[src/rtl/pwm_tb_pkg.sv]
// shared constants and types for the pwm time base and fault control block
package pwm_tb_pkg;
  localparam int DATA_W = 16;
  localparam logic [3:0] ADDR_PTDIV = 4'h0;
  localparam logic [3:0] ADDR_PERIOD = 4'h4;
  localparam logic [3:0] ADDR_FCL = 4'h8;
  localparam logic [3:0] ADDR_CTRL = 4'hC;
  localparam logic [15:0] PERIOD_RST = 16'hFFF8;
  localparam logic [2:0] DIV_RST = 3'h0;
  localparam logic [2:0] DIV_RESERVED = 3'h7;
  localparam logic [4:0] FSRC_FLT_LAST = 5'h06;
  localparam logic [4:0] FSRC_CMP_FIRST = 5'h08;
  localparam logic [4:0] FSRC_CMP_LAST = 5'h0A;
  localparam int FSRC_POS = 3;
  localparam int FPOL_POS = 2;
  localparam logic [1:0] FMOD_LATCH = 2'h0;
  localparam logic [1:0] FMOD_CYCLE = 2'h1;
  localparam logic [1:0] FMOD_OFF = 2'h3;
  localparam logic [15:0] FCL_RST = 16'h0003;
  localparam int NUM_FLT = 7;
  localparam int NUM_CMP = 3;

  typedef struct packed {
    logic [2:0] div_sel;
    logic [15:0] period;
    logic [4:0] fsrc;
    logic fpol;
    logic [1:0] fmod;
    logic enable;
    logic ovr_hi;
    logic ovr_lo;
  } cfg_t;
endpackage

[src/rtl/pwm_prescaler.sv]
// programmable input clock prescaler giving a one-cycle tick
`timescale 1ns/1ps
module pwm_prescaler
  import pwm_tb_pkg::*;
(
  input wire logic clk,
  input wire logic rst,
  input wire logic run,
  input wire logic [2:0] sel,
  output logic tick
);
  typedef struct packed {
    logic [5:0] cnt;
  } st_t;
  st_t st_r;
  st_t st_nxt;
  logic [5:0] last;

  always_comb begin
    last = 6'((7'h01 << sel) - 7'h01);
    st_nxt = st_r;
    tick = 1'b0;
    // reserved code gives no ticks, so the time base just stops
    if (run && sel != DIV_RESERVED) begin
      if (st_r.cnt >= last) begin
        st_nxt.cnt = 6'h00;
        tick = 1'b1;
      end else begin
        st_nxt.cnt = st_r.cnt + 6'h01;
      end
    end else begin
      st_nxt.cnt = 6'h00;
    end
  end

  always_ff @(posedge clk or posedge rst) begin
    if (rst) begin
      st_r <= '0;
    end else begin
      st_r <= st_nxt;
    end
  end
endmodule

[src/rtl/pwm_timebase_fault_control.sv]
// master time base, prescaler select and fault override for one pwm generator
// How it works
// - prescale codes 0..6 divide by 1..64, code 7 reserved, reset divide-by-1
// - sixteen bit master period register, resets to upper ones, low three zero
// - source codes 0..6 pick faults 1..7, codes 8..10 comparators 1..3
// - polarity one means selected source active low, zero active high
// - mode 11 disables fault input, mode 10 reserved
// - mode 01 overrides outputs only while fault is active
// - mode 00 latches override once fault seen
//
// Decided for this implementation: register access over Wishbone and the address map.
`timescale 1ns/1ps
module pwm_timebase_fault_control
  import pwm_tb_pkg::*;
(
  input wire logic MCLK,
  input wire logic RST,
  input wire logic WB_CYC_I,
  input wire logic WB_STB_I,
  input wire logic WB_WE_I,
  input wire logic [3:0] WB_ADR_I,
  input wire logic [3:0] WB_SEL_I,
  input wire logic [31:0] WB_DAT_I,
  output logic [31:0] WB_DAT_O,
  output logic WB_ACK_O,
  input wire logic PWM_H_IN,
  input wire logic PWM_L_IN,
  input wire logic [NUM_FLT-1:0] FAULT_IN,
  input wire logic [NUM_CMP-1:0] CMP_IN,
  output logic PWM_HIGH_OUTPUT,
  output logic PWM_LOW_OUTPUT,
  output logic [15:0] MASTER_TIME_BASE_COUNTER,
  output logic PERIOD_TICK
);
  typedef struct packed {
    cfg_t cfg;
    logic [15:0] count;
    logic latched;
    logic ack;
    logic [31:0] rdata;
    logic pwm_h;
    logic pwm_l;
    logic per_tick;
  } st_t;
  st_t st_r;
  st_t st_nxt;
  logic tick;
  logic [NUM_FLT+NUM_CMP-1:0] src_line;
  logic [NUM_FLT+NUM_CMP-1:0] src_hit;
  logic fault_act;
  logic latch_set;
  logic req;
  logic wr_en;
  logic rd_en;
  logic at_period;
  logic [15:0] wval;
  logic [15:0] fcl_rd;
  logic [15:0] period_wr;
  logic [31:0] rd_word;
  logic pwm_h_nxt;
  logic pwm_l_nxt;

  // held clear while disabled, so a restart begins with a whole division
  pwm_prescaler u_pre (
    .clk(MCLK),
    .rst(RST),
    .run(st_r.cfg.enable),
    .sel(st_r.cfg.div_sel),
    .tick(tick)
  );

  // register map, one 32-bit word per register, bits 31:16 always read as zero:
  //   0x0 prescale select in bits 2:0
  //   0x4 master period value
  //   0x8 fault control: source in 7:3, polarity in 2, mode in 1:0
  //   0xC control: enable in 0, override high in 1, override low in 2,
  //       and a read shows counter bits 12:0 in 15:3
  // unmapped offsets read zero and drop writes, but are still answered

  assign req = WB_CYC_I && WB_STB_I && !st_r.ack;
  // a write lands on the edge where the master sees ack, so an abandoned cycle writes nothing
  assign wr_en = WB_CYC_I && WB_STB_I && WB_WE_I && st_r.ack;
  assign rd_en = req && !WB_WE_I;

  // polarity is applied per line before the code match, so reserved codes
  // match nothing and never fault whatever the polarity
  assign src_line = {CMP_IN, FAULT_IN};
  for (genvar i = 0; i < NUM_FLT + NUM_CMP; i++) begin : g_src
    localparam logic [4:0] SRC_CODE = (i < NUM_FLT) ? 5'(i)
                                                    : 5'(FSRC_CMP_FIRST + i - NUM_FLT);
    assign src_hit[i] = (src_line[i] ^ st_r.cfg.fpol)
      && st_r.cfg.fsrc == SRC_CODE;
  end

  always_comb begin
    fault_act = |src_hit;
    // reserved mode 10 treated as disabled so it can never trap the outputs
    if (st_r.cfg.fmod[1]) begin
      fault_act = 1'b0;
    end
  end

  assign latch_set = fault_act && st_r.cfg.fmod == FMOD_LATCH;
  // a lowered period wraps the counter at once instead of running it out to 0xFFFF
  assign at_period = st_r.count >= st_r.cfg.period;

  for (genvar b = 0; b < 2; b++) begin : g_lane
    assign period_wr[8*b+:8] = WB_SEL_I[b] ? wval[8*b+:8] : st_r.cfg.period[8*b+:8];
  end

  always_comb begin
    fcl_rd = '0;
    fcl_rd[FSRC_POS+:5] = st_r.cfg.fsrc;
    fcl_rd[FPOL_POS] = st_r.cfg.fpol;
    fcl_rd[1:0] = st_r.cfg.fmod;
    wval = WB_DAT_I[15:0];
  end

  always_comb begin
    st_nxt = st_r;
    st_nxt.ack = req;
    st_nxt.per_tick = 1'b0;

    if (st_r.cfg.enable) begin
      if (tick) begin
        if (at_period) begin
          st_nxt.count = 16'h0000;
          st_nxt.per_tick = 1'b1;
        end else begin
          st_nxt.count = st_r.count + 16'h0001;
        end
      end
    end else begin
      st_nxt.count = 16'h0000;
    end

    // the latched fault only clears by rewriting the fault control register
    if (latch_set) begin
      st_nxt.latched = 1'b1;
    end

    if (wr_en) begin
      unique case (WB_ADR_I)
        ADDR_PTDIV: begin
          if (WB_SEL_I[0]) begin
            st_nxt.cfg.div_sel = wval[2:0];
          end
        end
        ADDR_PERIOD: begin
          st_nxt.cfg.period = period_wr;
        end
        ADDR_FCL: begin
          if (WB_SEL_I[0]) begin
            st_nxt.cfg.fsrc = wval[FSRC_POS+:5];
            st_nxt.cfg.fpol = wval[FPOL_POS];
            st_nxt.cfg.fmod = wval[1:0];
            // a fault seen in this very cycle keeps the latch only if latching stays on
            st_nxt.latched = latch_set && wval[1:0] == FMOD_LATCH;
          end
        end
        ADDR_CTRL: begin
          if (WB_SEL_I[0]) begin
            st_nxt.cfg.enable = wval[0];
            st_nxt.cfg.ovr_hi = wval[1];
            st_nxt.cfg.ovr_lo = wval[2];
          end
        end
        default: begin
        end
      endcase
    end

    st_nxt.rdata = rd_word;
    st_nxt.pwm_h = pwm_h_nxt;
    st_nxt.pwm_l = pwm_l_nxt;
  end

  // read data is zero outside the ack cycle, so a late sample never sees stale bits
  always_comb begin
    rd_word = 32'h0000_0000;
    if (rd_en) begin
      unique case (WB_ADR_I)
        ADDR_PTDIV: rd_word = {29'h0000_0000, st_r.cfg.div_sel};
        ADDR_PERIOD: rd_word = {16'h0000, st_r.cfg.period};
        ADDR_FCL: rd_word = {16'h0000, fcl_rd};
        ADDR_CTRL: rd_word = {16'h0000, st_r.count[12:0], st_r.cfg.ovr_lo, st_r.cfg.ovr_hi,
                              st_r.cfg.enable};
        default: rd_word = 32'h0000_0000;
      endcase
    end
  end

  // override follows the live fault or the latch, otherwise the upstream pair passes through
  always_comb begin
    pwm_h_nxt = PWM_H_IN;
    pwm_l_nxt = PWM_L_IN;
    if (fault_act || st_r.latched) begin
      pwm_h_nxt = st_r.cfg.ovr_hi;
      pwm_l_nxt = st_r.cfg.ovr_lo;
    end
  end

  always_ff @(posedge MCLK or posedge RST) begin
    if (RST) begin
      st_r <= '0;
      st_r.cfg.div_sel <= DIV_RST;
      st_r.cfg.period <= PERIOD_RST;
      st_r.cfg.fmod <= FMOD_OFF;
    end else begin
      st_r <= st_nxt;
    end
  end

  assign WB_ACK_O = st_r.ack;
  assign WB_DAT_O = st_r.rdata;
  assign PWM_HIGH_OUTPUT = st_r.pwm_h;
  assign PWM_LOW_OUTPUT = st_r.pwm_l;
  assign MASTER_TIME_BASE_COUNTER = st_r.count;
  assign PERIOD_TICK = st_r.per_tick;
endmodule

[config.mk]
export PLATFORM = sky130hd
export DESIGN_NAME = pwm_timebase_fault_control
export DESIGN_NICKNAME = d
export VERILOG_FILES = /design/src/rtl/pwm_tb_pkg.sv /design/src/rtl/pwm_prescaler.sv /design/src/rtl/pwm_timebase_fault_control.sv
export SDC_FILE = /design/constraint.sdc
export NUM_CORES = 1
export LEC_CHECK = 0
export BUFFER_PORTS_ARGS = -buffer_cell sky130_fd_sc_hd__clkbuf_2
export CORE_ASPECT_RATIO = 0.9
export CORE_MARGIN = 2
export CORE_UTILIZATION = 58
export DETAILED_ROUTE_END_ITERATION = 8
export GPL_TIMING_DRIVEN = 0
export PLACE_DENSITY = 0.87
export SETUP_SLACK_MARGIN = 0.2
export SYNTH_ARGS = -nofsm -noshare
export SYNTH_HDL_FRONTEND = slang
export SYNTH_HIERARCHICAL = 1
export SYNTH_SLANG_ARGS = --single-unit
[constraint.sdc]
create_clock -name MCLK -period 11.5 [get_ports MCLK]
set_clock_uncertainty 0.05 [all_clocks]
set_input_delay 2.3 -clock MCLK [delete_from_list [all_inputs] [get_ports MCLK]]
set_output_delay 2.3 -clock MCLK [all_outputs]
set_load 0.02 [all_outputs]
==> results of run 1 <==
## logic make-up after synthesis
kind of cell | synth area share
AOI/OAI and AO/OA | 0.118
xor gates and xnor gates | 0.0220
adders and majority gates | 0.0714
buffers and inverters | 0.122
DFF | 0.421
muxes | 0.0991
other | 0.000856
and+or+nand+nor | 0.145
## power by group through the flow
| stage | clock network [W] | registers, W | logic [W] |
|---|---|---|---|
| 4_1_cts | 0.000197 | 0.000263 | 0.0000450 |
| 5_1_grt | 0.000208 | 0.000264 | 0.0000507 |
| 2_1_floorplan | 0 | 0.000268 | 0.0000303 |
| 3_5_place_dp | 0 | 0.000268 | 0.0000447 |
| 6_report | 0.000194 | 0.000264 | 0.0000448 |
| 3_3_place_gp | 0 | 0.000268 | 0.0000428 |
## metal layers
metal  vias to the layer above  share of wire
met1                      1656           0.44
met5                         -              0
met2                       133           0.48
met4                         0          0.022
li1                       1676              -
met3                        18          0.057
## worst paths after layout
path | end | slack [ps] | cells after the start | start
worst max-delay path | MASTER_TIME_BASE_COUNTER[14] | 7420 | 16 | st_r[82]
worst min-delay path | WB_ACK_O | 430 | 1 | WB_ACK_O
worst max register to register | MASTER_TIME_BASE_COUNTER[14] | 7420 | 16 | st_r[82]
worst min register to register | WB_ACK_O | 430 | 1 | WB_ACK_O
max in group asynchronous | st_r[70] | 8730 | 3 | RST
min in group asynchronous | u_pre/st_r[1] | 1800 | 2 | RST
## per-stage QoR
stage | setup WS [ps] | instance area, um2
2_1_floorplan | 7490 | 4440
3_3_place_gp | 6720 | 4920
3_5_place_dp | 7290 | 4940
4_1_cts | 7450 | 5130
5_1_grt | 7160 | 5130
6_report | 7420 | 5130
## area by class of cell
type / count / area share
clock inverter: 3 / 0.00780
inverter: 27 / 0.0197
sequential: 73 / 0.360
buffer: 61 / 0.0843
timing repair buffer: 74 / 0.0751
multi-input combinational: 288 / 0.401
clock buffer: 13 / 0.0290
tap: 96 / 0.0234
## flip-flops by register name, summed over array words and instances (netlist names)
name / flops
WB_DAT_O: 16
PERIOD_TICK: 1
MASTER_TIME_BASE_COUNTER: 16
st_r: 23
u_pre/st_r: 6
fcl_rd: 8
WB_ACK_O: 1
PWM_HIGH_OUTPUT: 1
PWM_LOW_OUTPUT: 1
## cell usage in the layout (no fill, tap or decap), types with 12 or more instances in the layout
cell type | synthesis | layout
a21oi_1 | 14 | 14
buf_4 | 50 | 50
clkbuf_2 | 0 | 73
conb_1 | 1 | 16
dfrtp_1 | 58 | 58
dfstp_2 | 15 | 15
ha_1 | 25 | 25
inv_1 | 26 | 25
mux2_1 | 16 | 16
mux2_2 | 19 | 19
nand2_1 | 30 | 30
nand3_1 | 12 | 12
nor2_1 | 31 | 31
==> impl_metrics.py, run 1 <==
metrics = {
    "logic_synthesis": {
        "ys_warn_count": 6,
        "synth_seq_cells": 73,
        "synth.area.top_cells": "dfrtp_1 33%, dfstp_2 9.0%, buf_4 8.6%",
        "yosysSeqAreaShare": 0.421,
        "syn_area_um2": 4380,
        "synth-edff-count": 0,
        "async_flop_share": 1.00,
        "yosysTopAreaCell": "dfrtp_1",
        "synthCells": 434,
        "synth_cell_types": 53,
        "yosysTopAreaCellShare": 0.331,
        "synth-main-ff-cell": "dfrtp_1",
        "synthMostInstantiatedCell": "dfrtp_1",
        "avgSynthCellArea_um2": 10.1,
        "synth_commonest_cells": "58 x dfrtp_1, 50 x buf_4, 31 x nor2_1",
    },
    "cells_and_area": {
        "area_growth_pct": 17.1,
        "regArea_um2": 1850,
        "multi_input_area_um2": 2060,
        "n_fill_cell": 559,
        "layoutNonFillerInstCount": 635,
        "utilization": 0.691,
        "drive_gt1_frac": 0.336,
        "diodes": 0,
        "fin_nets": 616,
    },
    "critical_path": {
        "max_stage_delay_ps": 540,
        "critical_path.top_delay_family": "simple AND/OR/NAND/NOR gates",
        "worstPathRequired_ps": 11710,
        "slowest_stage": "or3_2",
        "cp.arrival_ps": 4290,
        "cpMostUsedCell": "or3_1",
        "endpoint_kind": "flip-flop",
        "cp-start-kind": "flip-flop",
        "criticalPathCategory": "reg2reg",
        "worstPathMaxFanout": 10,
        "path_cells": "or3_2 > ha_1 > nor3_1 > a21oi_1 > o21a_1 > ha_1 > nand2_1 > o21a_1 > o21ai_0 > and2_1 > nand2_1 > or3_1 > or3_1 > buf_4 > or3_1 > o211ai_1",
        "crit_buf_inv": 1,
    },
    "global_routing": {
        "grtUsageMet3": 0.0365,
        "grt_pass1_wl_um": 15500,
        "busiest_layer": "met2",
        "use_met1": 0.336,
        "overflow": 0,
        "first_global_vias": 3341,
        "grt_max_degree": 42,
        "use_met2": 0.384,
        "grt.total_usage": 0.245,
        "antenna_found_initial": 0,
    },
    "timing": {
        "tightestPinTransition_ps": 639,
        "drv_slew": 0,
        "hold_viol_final": 0,
        "fin_crit_ps": 4080,
        "post-route-period-util": 0.354,
        "clock.fmax_mhz": 245,
        "setup_viol": 0,
        "finalSetupTns_ps": 0,
        "maxSlewHeadroom": 0.573,
        "holdWs_ps": 429,
        "rsz0062_at_grt": "false",
    },
    "pwr": {
        "p_leak_nw": 2.54,
        "swShare": 0.233,
        "p_switching_w": 0.000117,
        "power_frac_comb": 0.089,
        "vdd_ir_drop_max_uv": 48.6,
        "p_int_w": 0.000385,
        "power_w": 0.000502,
        "p_clk_frac": 0.386,
        "p_seq_frac": 0.525,
        "cellPowerDensity_nw_per_um2": 97.9,
    },
    "placed_design": {
        "dp_cells": 619,
        "port_buffers": 73,
        "dp_hpwl_um": 6960,
        "gp_congestion": 0.834,
    },
    "die": {
        "die_x_um": 95.6,
        "io_pins": 109,
        "rows": 30,
        "die_h_um": 86.5,
        "die_area_um2": 8270,
        "initial_core_util": 0.590,
        "core_um2": 7430,
    },
    "route": {
        "vias": 3483,
        "wl_per_cell_um": 14.4,
        "totalWireLength_um": 9170,
        "postRouteAntennaNets": 0,
        "vias_per_cell": 5.49,
        "drtIter0Drc": 287,
        "drc": 0,
        "first_pass_iters": 5,
    },
    "clocking": {
        "cts.htree.levels": 3,
        "post-cts-setup-buffers": 0,
        "clock_path_buffers": 2,
        "ctsResizeCount": 0,
        "cts_buffers": 9,
        "clkTransAtPathRegs_ps": 70,
        "hold_buffers": 0,
        "clock_latency_ps": 340,
        "cts_tree": "done",
        "root_buffer": "clkbuf_8",
        "cts_sinks": 73,
    },
    "worst_hold_path": {
        "hp-class": "reg2reg",
    },
    "status": {
        "status": "finished, final reports clean",
    },
    "run": {
        "maxCapViolations": 0,
    },
}
Power figures use the tool's default switching activity.
==> run 2, diff against run 1 <==
--- a/config.mk
+++ b/config.mk
@@ -8,10 +8,10 @@
 export BUFFER_PORTS_ARGS = -buffer_cell sky130_fd_sc_hd__clkbuf_2
 export CORE_ASPECT_RATIO = 0.9
 export CORE_MARGIN = 2
-export CORE_UTILIZATION = 58
+export CORE_UTILIZATION = 49
 export DETAILED_ROUTE_END_ITERATION = 8
 export GPL_TIMING_DRIVEN = 0
-export PLACE_DENSITY = 0.87
+export PLACE_DENSITY = 0.78
 export SETUP_SLACK_MARGIN = 0.2
 export SYNTH_ARGS = -nofsm -noshare
 export SYNTH_HDL_FRONTEND = slang
==> constraint.sdc (replaced) <==
create_clock -name MCLK -period 3.3 [get_ports MCLK]
set_clock_uncertainty 0.05 [all_clocks]
set_input_delay 0.66 -clock MCLK [delete_from_list [all_inputs] [get_ports MCLK]]
set_output_delay 0.66 -clock MCLK [all_outputs]
set_load 0.02 [all_outputs]
==> run 2 against run 1 <==
The run now ends with negative setup slack left. Sequential share of layout area decreased by 1.9 points. Combinational power increased to 3.8 times the previous value. Total power increased to 3.6 times the previous value. Register-to-register slack got worse by 7700 ps. Final cell count increased by 6.0%. Critical path depth unchanged. Die area increased by 18%. Critical path type unchanged. Largest power group unchanged. Highest routed layer unchanged. Global-route usage decreased by 2.6 points.
==> impl_metrics.py, run 2 (synthesis results as in run 1) <==
metrics = {
    "cells_and_area": {
        "multi_input_area_um2": 2160,
        "final_cell_mix": "73 x clkbuf_2, 59 x buf_4, 55 x dfrtp_1",
        "area_growth_pct": 24.1,
        "diodes": 0,
        "drive_gt1_frac": 0.390,
        "final_common_cell": "clkbuf_2",
        "final_cell_area_um2": 5440,
        "fin_nets": 631,
        "utilization": 0.629,
        "top_register": "st_r",
        "regArea_um2": 1850,
        "n_fill_cell": 705,
        "largest_reg_flops": 23,
    },
    "timing": {
        "setup_slack_ps": -247,
        "maxSlewHeadroom": 0.470,
        "holdWs_ps": 161,
        "clock.fmax_mhz": 282,
        "fin_crit_ps": 3550,
        "post-route-period-util": 1.07,
        "drv_slew": 0,
        "finalSetupTns_ps": -3030,
        "hold_viol_final": 0,
        "setup_viol": 16,
        "rsz0062_at_grt": "true",
        "tightestPinTransition_ps": 793,
    },
    "critical_path": {
        "r2r_slack_ps": -250,
        "cp-start-kind": "flip-flop",
        "path_cells": "or3_4 > ha_4 > nor3_2 > a21oi_1 > o21a_1 > ha_1 > nand2_1 > o21a_1 > o21ai_1 > and2_4 > nand2_2 > or3_1 > or3_4 > buf_8 > or3_1 > o211ai_1",
        "endpoint_kind": "flip-flop",
        "criticalPathCategory": "reg2reg",
        "worstPathMaxFanout": 7,
        "max_stage_delay_ps": 420,
        "crit_buf_inv": 1,
        "cp.arrival_ps": 3760,
        "slowest_stage": "or3_4",
        "worstPathRequired_ps": 3520,
        "critical_path.top_delay_family": "simple AND/OR/NAND/NOR gates",
    },
    "pwr": {
        "cellPowerDensity_nw_per_um2": 328,
        "vdd_ir_drop_max_uv": 210,
        "p_leak_nw": 2.64,
    },
    "route": {
        "vias_per_cell": 5.38,
        "vias": 3624,
        "postRouteAntennaNets": 0,
        "drc": 0,
        "totalWireLength_um": 10500,
        "first_pass_iters": 6,
        "wl_per_cell_um": 15.6,
        "drtIter0Drc": 289,
    },
    "die": {
        "die_area_um2": 9720,
        "initial_core_util": 0.507,
        "core_um2": 8650,
        "rows": 32,
        "die_x_um": 104,
        "die_h_um": 93.7,
        "io_pins": 109,
    },
    "clocking": {
        "cts_sinks": 73,
        "root_buffer": "clkbuf_8",
        "clkTransAtPathRegs_ps": 80,
        "clock_path_buffers": 2,
        "cts_tree": "done",
        "clock_latency_ps": 350,
        "cts_buffers": 9,
        "cts.htree.levels": 3,
    },
    "placed_design": {
        "placed_area_um2": 4990,
        "gp_congestion": 0.875,
        "dp_hpwl_um": 7400,
        "port_buffers": 73,
    },
    "worst_hold_path": {
        "hp-class": "in2async",
    },
    "global_routing": {
        "first_global_vias": 3538,
        "grt.total_usage": 0.219,
        "grt_pass1_wl_um": 16900,
        "antenna_found_initial": 0,
        "overflow": 0,
        "grt_max_degree": 38,
    },
    "status": {
        "violations": "negative setup slack",
        "status": "complete, but fails checks",
    },
    "run": {
        "maxCapViolations": 0,
    },
}
run 2: changes by cell type in the layout (fill, tap and decap cells not counted), sizes merged:
| cell | change |
|---|---|
| clkinvlp | +1 |
| clkbuf | +1 |
| clkinv | -1 |
| buf | +14 |
run 2: metrics by stage:
step                std cells  setup WS, ps  power, W
CTS                       668          -214   0.00179
detailed placement        642          -446   0.00110
global route              673          -341   0.00186
floorplan                 449          -132   0.00104
global placement          641          -381   0.00109
finish                    673          -247   0.00178
run 2: worst paths after layout:
path                                                to          start  cells after the start
min in group MCLK                        u_pre/st_r[0]  u_pre/st_r[0]                      1
setup / recovery           MASTER_TIME_BASE_COUNTER[9]       st_r[81]                     16
hold reg to reg                          u_pre/st_r[0]  u_pre/st_r[0]                      1
setup reg to reg           MASTER_TIME_BASE_COUNTER[9]       st_r[81]                     16
hold / removal                           u_pre/st_r[3]            RST                      2
max in group asynchronous                     st_r[73]            RST                      3
run 2: repair_timing:
item / CTS / global route
hold endpoints to repair: 0 / 0
gates cloned: 2 / 1
hold buffers: 0 / 0
endpoints found under the setup margin: 16 / 16
resized for setup: 15 / 13
setup buffers: 8 / 4
pin swaps: 7 / 11
run 2: power breakdown:
group          leakage (nW)  internal, W  switching, W
Combinational          1.59    0.0000725     0.0000969
Clock                0.0936     0.000370      0.000328
Sequential            0.953     0.000908    0.00000949
Total                  2.64      0.00135      0.000434
run 2: metal layers:
layer	part of all wire	up-vias	global-route usage	wire (um)
met4	0.012	0	0.0777	131
met5	0	-	0	0
met2	0.49	133	0.371	5180
li1	-	1698	-	-
met3	0.062	12	0.0437	649
met1	0.43	1781	0.282	4570
run 2: layout make-up:
type	count	area share
timing repair buffer	89	0.0987
tap	119	0.0274
buffer	61	0.0831
inverter	27	0.0186
clock buffer	13	0.0274
sequential	73	0.340
multi-input combinational	288	0.397
clock inverter	3	0.00782
==> run 3, diff against run 2 <==
--- a/config.mk
+++ b/config.mk
@@ -12,6 +12,7 @@
 export DETAILED_ROUTE_END_ITERATION = 8
 export GPL_TIMING_DRIVEN = 0
 export PLACE_DENSITY = 0.78
+export RECOVER_POWER = 100
 export SETUP_SLACK_MARGIN = 0.2
 export SYNTH_ARGS = -nofsm -noshare
 export SYNTH_HDL_FRONTEND = slang
==> run 3 against run 2 <==
Sequential power about the same. Sequential share of layout area increased by 0.40 points. Critical path type unchanged. Largest cell class unchanged. Design area decreased by 1.2%. The flow finishes with violations (max-capacitance violations, max-slew violations, negative setup slack). Register-to-register slack about the same. Critical path depth unchanged.
==> impl_metrics.py, run 3 (synthesis results as in run 1) <==
metrics = {
    "status": {
        "status": "complete, but fails checks",
        "violations": "max-capacitance violations, max-slew violations, negative setup slack",
    },
    "critical_path": {
        "criticalPathCategory": "reg2reg",
        "crit_buf_inv": 1,
        "path_cells": "or3_4 > ha_4 > nor3_2 > a21oi_1 > o21a_1 > ha_1 > nand2_1 > o21a_1 > o21ai_1 > and2_4 > nand2_2 > or3_1 > or3_4 > buf_8 > or3_1 > o211ai_1",
        "worstPathMaxFanout": 7,
        "endpoint_kind": "flip-flop",
        "cp-start-kind": "flip-flop",
        "slowest_stage": "or3_4",
        "critical_path.top_delay_family": "simple AND/OR/NAND/NOR gates",
        "max_stage_delay_ps": 420,
        "worstPathRequired_ps": 3520,
        "cp.arrival_ps": 3750,
    },
    "placed_design": {
        "port_buffers": 73,
        "gp_congestion": 0.875,
        "dp_hpwl_um": 7400,
        "dp_cells": 642,
        "placed_area_um2": 4990,
    },
    "cells_and_area": {
        "final_cell_area_um2": 5380,
        "largest_reg_flops": 23,
        "final_cell_mix": "55 x dfrtp_1, 48 x clkbuf_2, 46 x buf_4",
        "top_register": "st_r",
        "area_growth_pct": 22.7,
        "n_fill_cell": 722,
        "final_common_cell": "dfrtp_1",
        "diodes": 0,
        "layoutNonFillerInstCount": 673,
        "fin_nets": 631,
        "drive_gt1_frac": 0.339,
    },
    "clocking": {
        "clock_latency_ps": 350,
        "cts_sinks": 73,
        "clkTransAtPathRegs_ps": 80,
        "clock_path_buffers": 2,
        "root_buffer": "clkbuf_8",
        "cts.htree.levels": 3,
        "cts_tree": "done",
        "cts_buffers": 9,
    },
    "die": {
        "io_pins": 109,
        "die_x_um": 104,
        "initial_core_util": 0.507,
        "die_area_um2": 9720,
        "die_h_um": 93.7,
        "rows": 32,
        "core_um2": 8650,
    },
    "route": {
        "drc": 0,
        "first_pass_iters": 5,
        "postRouteAntennaNets": 0,
        "drtIter0Drc": 347,
        "totalWireLength_um": 10500,
        "vias": 3615,
        "vias_per_cell": 5.37,
        "wl_per_cell_um": 15.6,
    },
    "timing": {
        "fin_crit_ps": 3540,
        "setup_slack_ps": -237,
        "rsz0062_at_grt": "true",
        "drv_slew": 42,
        "tightestPinTransition_ps": 1610,
        "post-route-period-util": 1.07,
        "clock.fmax_mhz": 283,
        "setup_viol": 16,
        "hold_viol_final": 0,
        "maxSlewHeadroom": -0.0863,
    },
    "global_routing": {
        "overflow": 0,
        "grt_pass1_wl_um": 16900,
        "antenna_found_initial": 0,
        "grt.total_usage": 0.219,
        "first_global_vias": 3538,
        "grt_max_degree": 38,
    },
    "pwr": {
        "power_w": 0.00178,
        "cellPowerDensity_nw_per_um2": 331,
        "p_leak_nw": 2.53,
        "vdd_ir_drop_max_uv": 210,
    },
    "worst_hold_path": {
        "hp-class": "in2async",
    },
    "run": {
        "maxCapViolations": 2,
    },
}
[run 3: metrics by stage]
step	setup TNS, ps	util	setup slack (ps)	hold slack, ps
global placement	-5240	0.575	-381	445
floorplan	-1380	-	-132	401
CTS	-2470	0.616	-214	165
finish	-2880	0.622	-237	155
global route	-7300	0.622	-341	184
detailed placement	-6000	0.578	-446	458
[run 3: worst paths after layout]
path / to / from / cells past startpoint / slack, ps
max: MASTER_TIME_BASE_COUNTER[9] / st_r[81] / 16 / -240
min: u_pre/st_r[1] / RST / 2 / 150
max reg2reg: MASTER_TIME_BASE_COUNTER[9] / st_r[81] / 16 / -240
min reg2reg: u_pre/st_r[0] / u_pre/st_r[0] / 1 / 470
max in group asynchronous: WB_DAT_O[14] / RST / 3 / 440
min in group MCLK: u_pre/st_r[0] / u_pre/st_r[0] / 1 / 470
[run 3: area by class of cell]
type	instances	area, um2	share of cell area
Multi-Input combinational cell	288	2140	0.399
Sequential cell	73	1850	0.344
Timing Repair Buffer	89	489	0.0910
Buffer	61	452	0.0840
Clock buffer	13	149	0.0277
Tap cell	119	149	0.0277
Inverter	27	101	0.0189
Clock inverter	3	42.5	0.00791
[run 3: routing by layer]
metal | part of all wire | global-route usage
met1 | 0.44 | 0.282
met2 | 0.49 | 0.371
met3 | 0.061 | 0.0437
met4 | 0.012 | 0.0777
met5 | 0 | 0
[run 3: where the power goes]
group	switching [W]	internal (W)
logic	0.0000954	0.0000689
clock network	0.000329	0.000370
registers	0.00000936	0.000908
[run 3: timing repair]
action	4_1_cts	5_1_grt
hold buffers	0	0
gates resized for setup	15	13
gates cloned	2	1
hold endpoints to repair	0	0
setup buffers	8	4
setup endpoints to repair	16	16
pin swaps	7	11
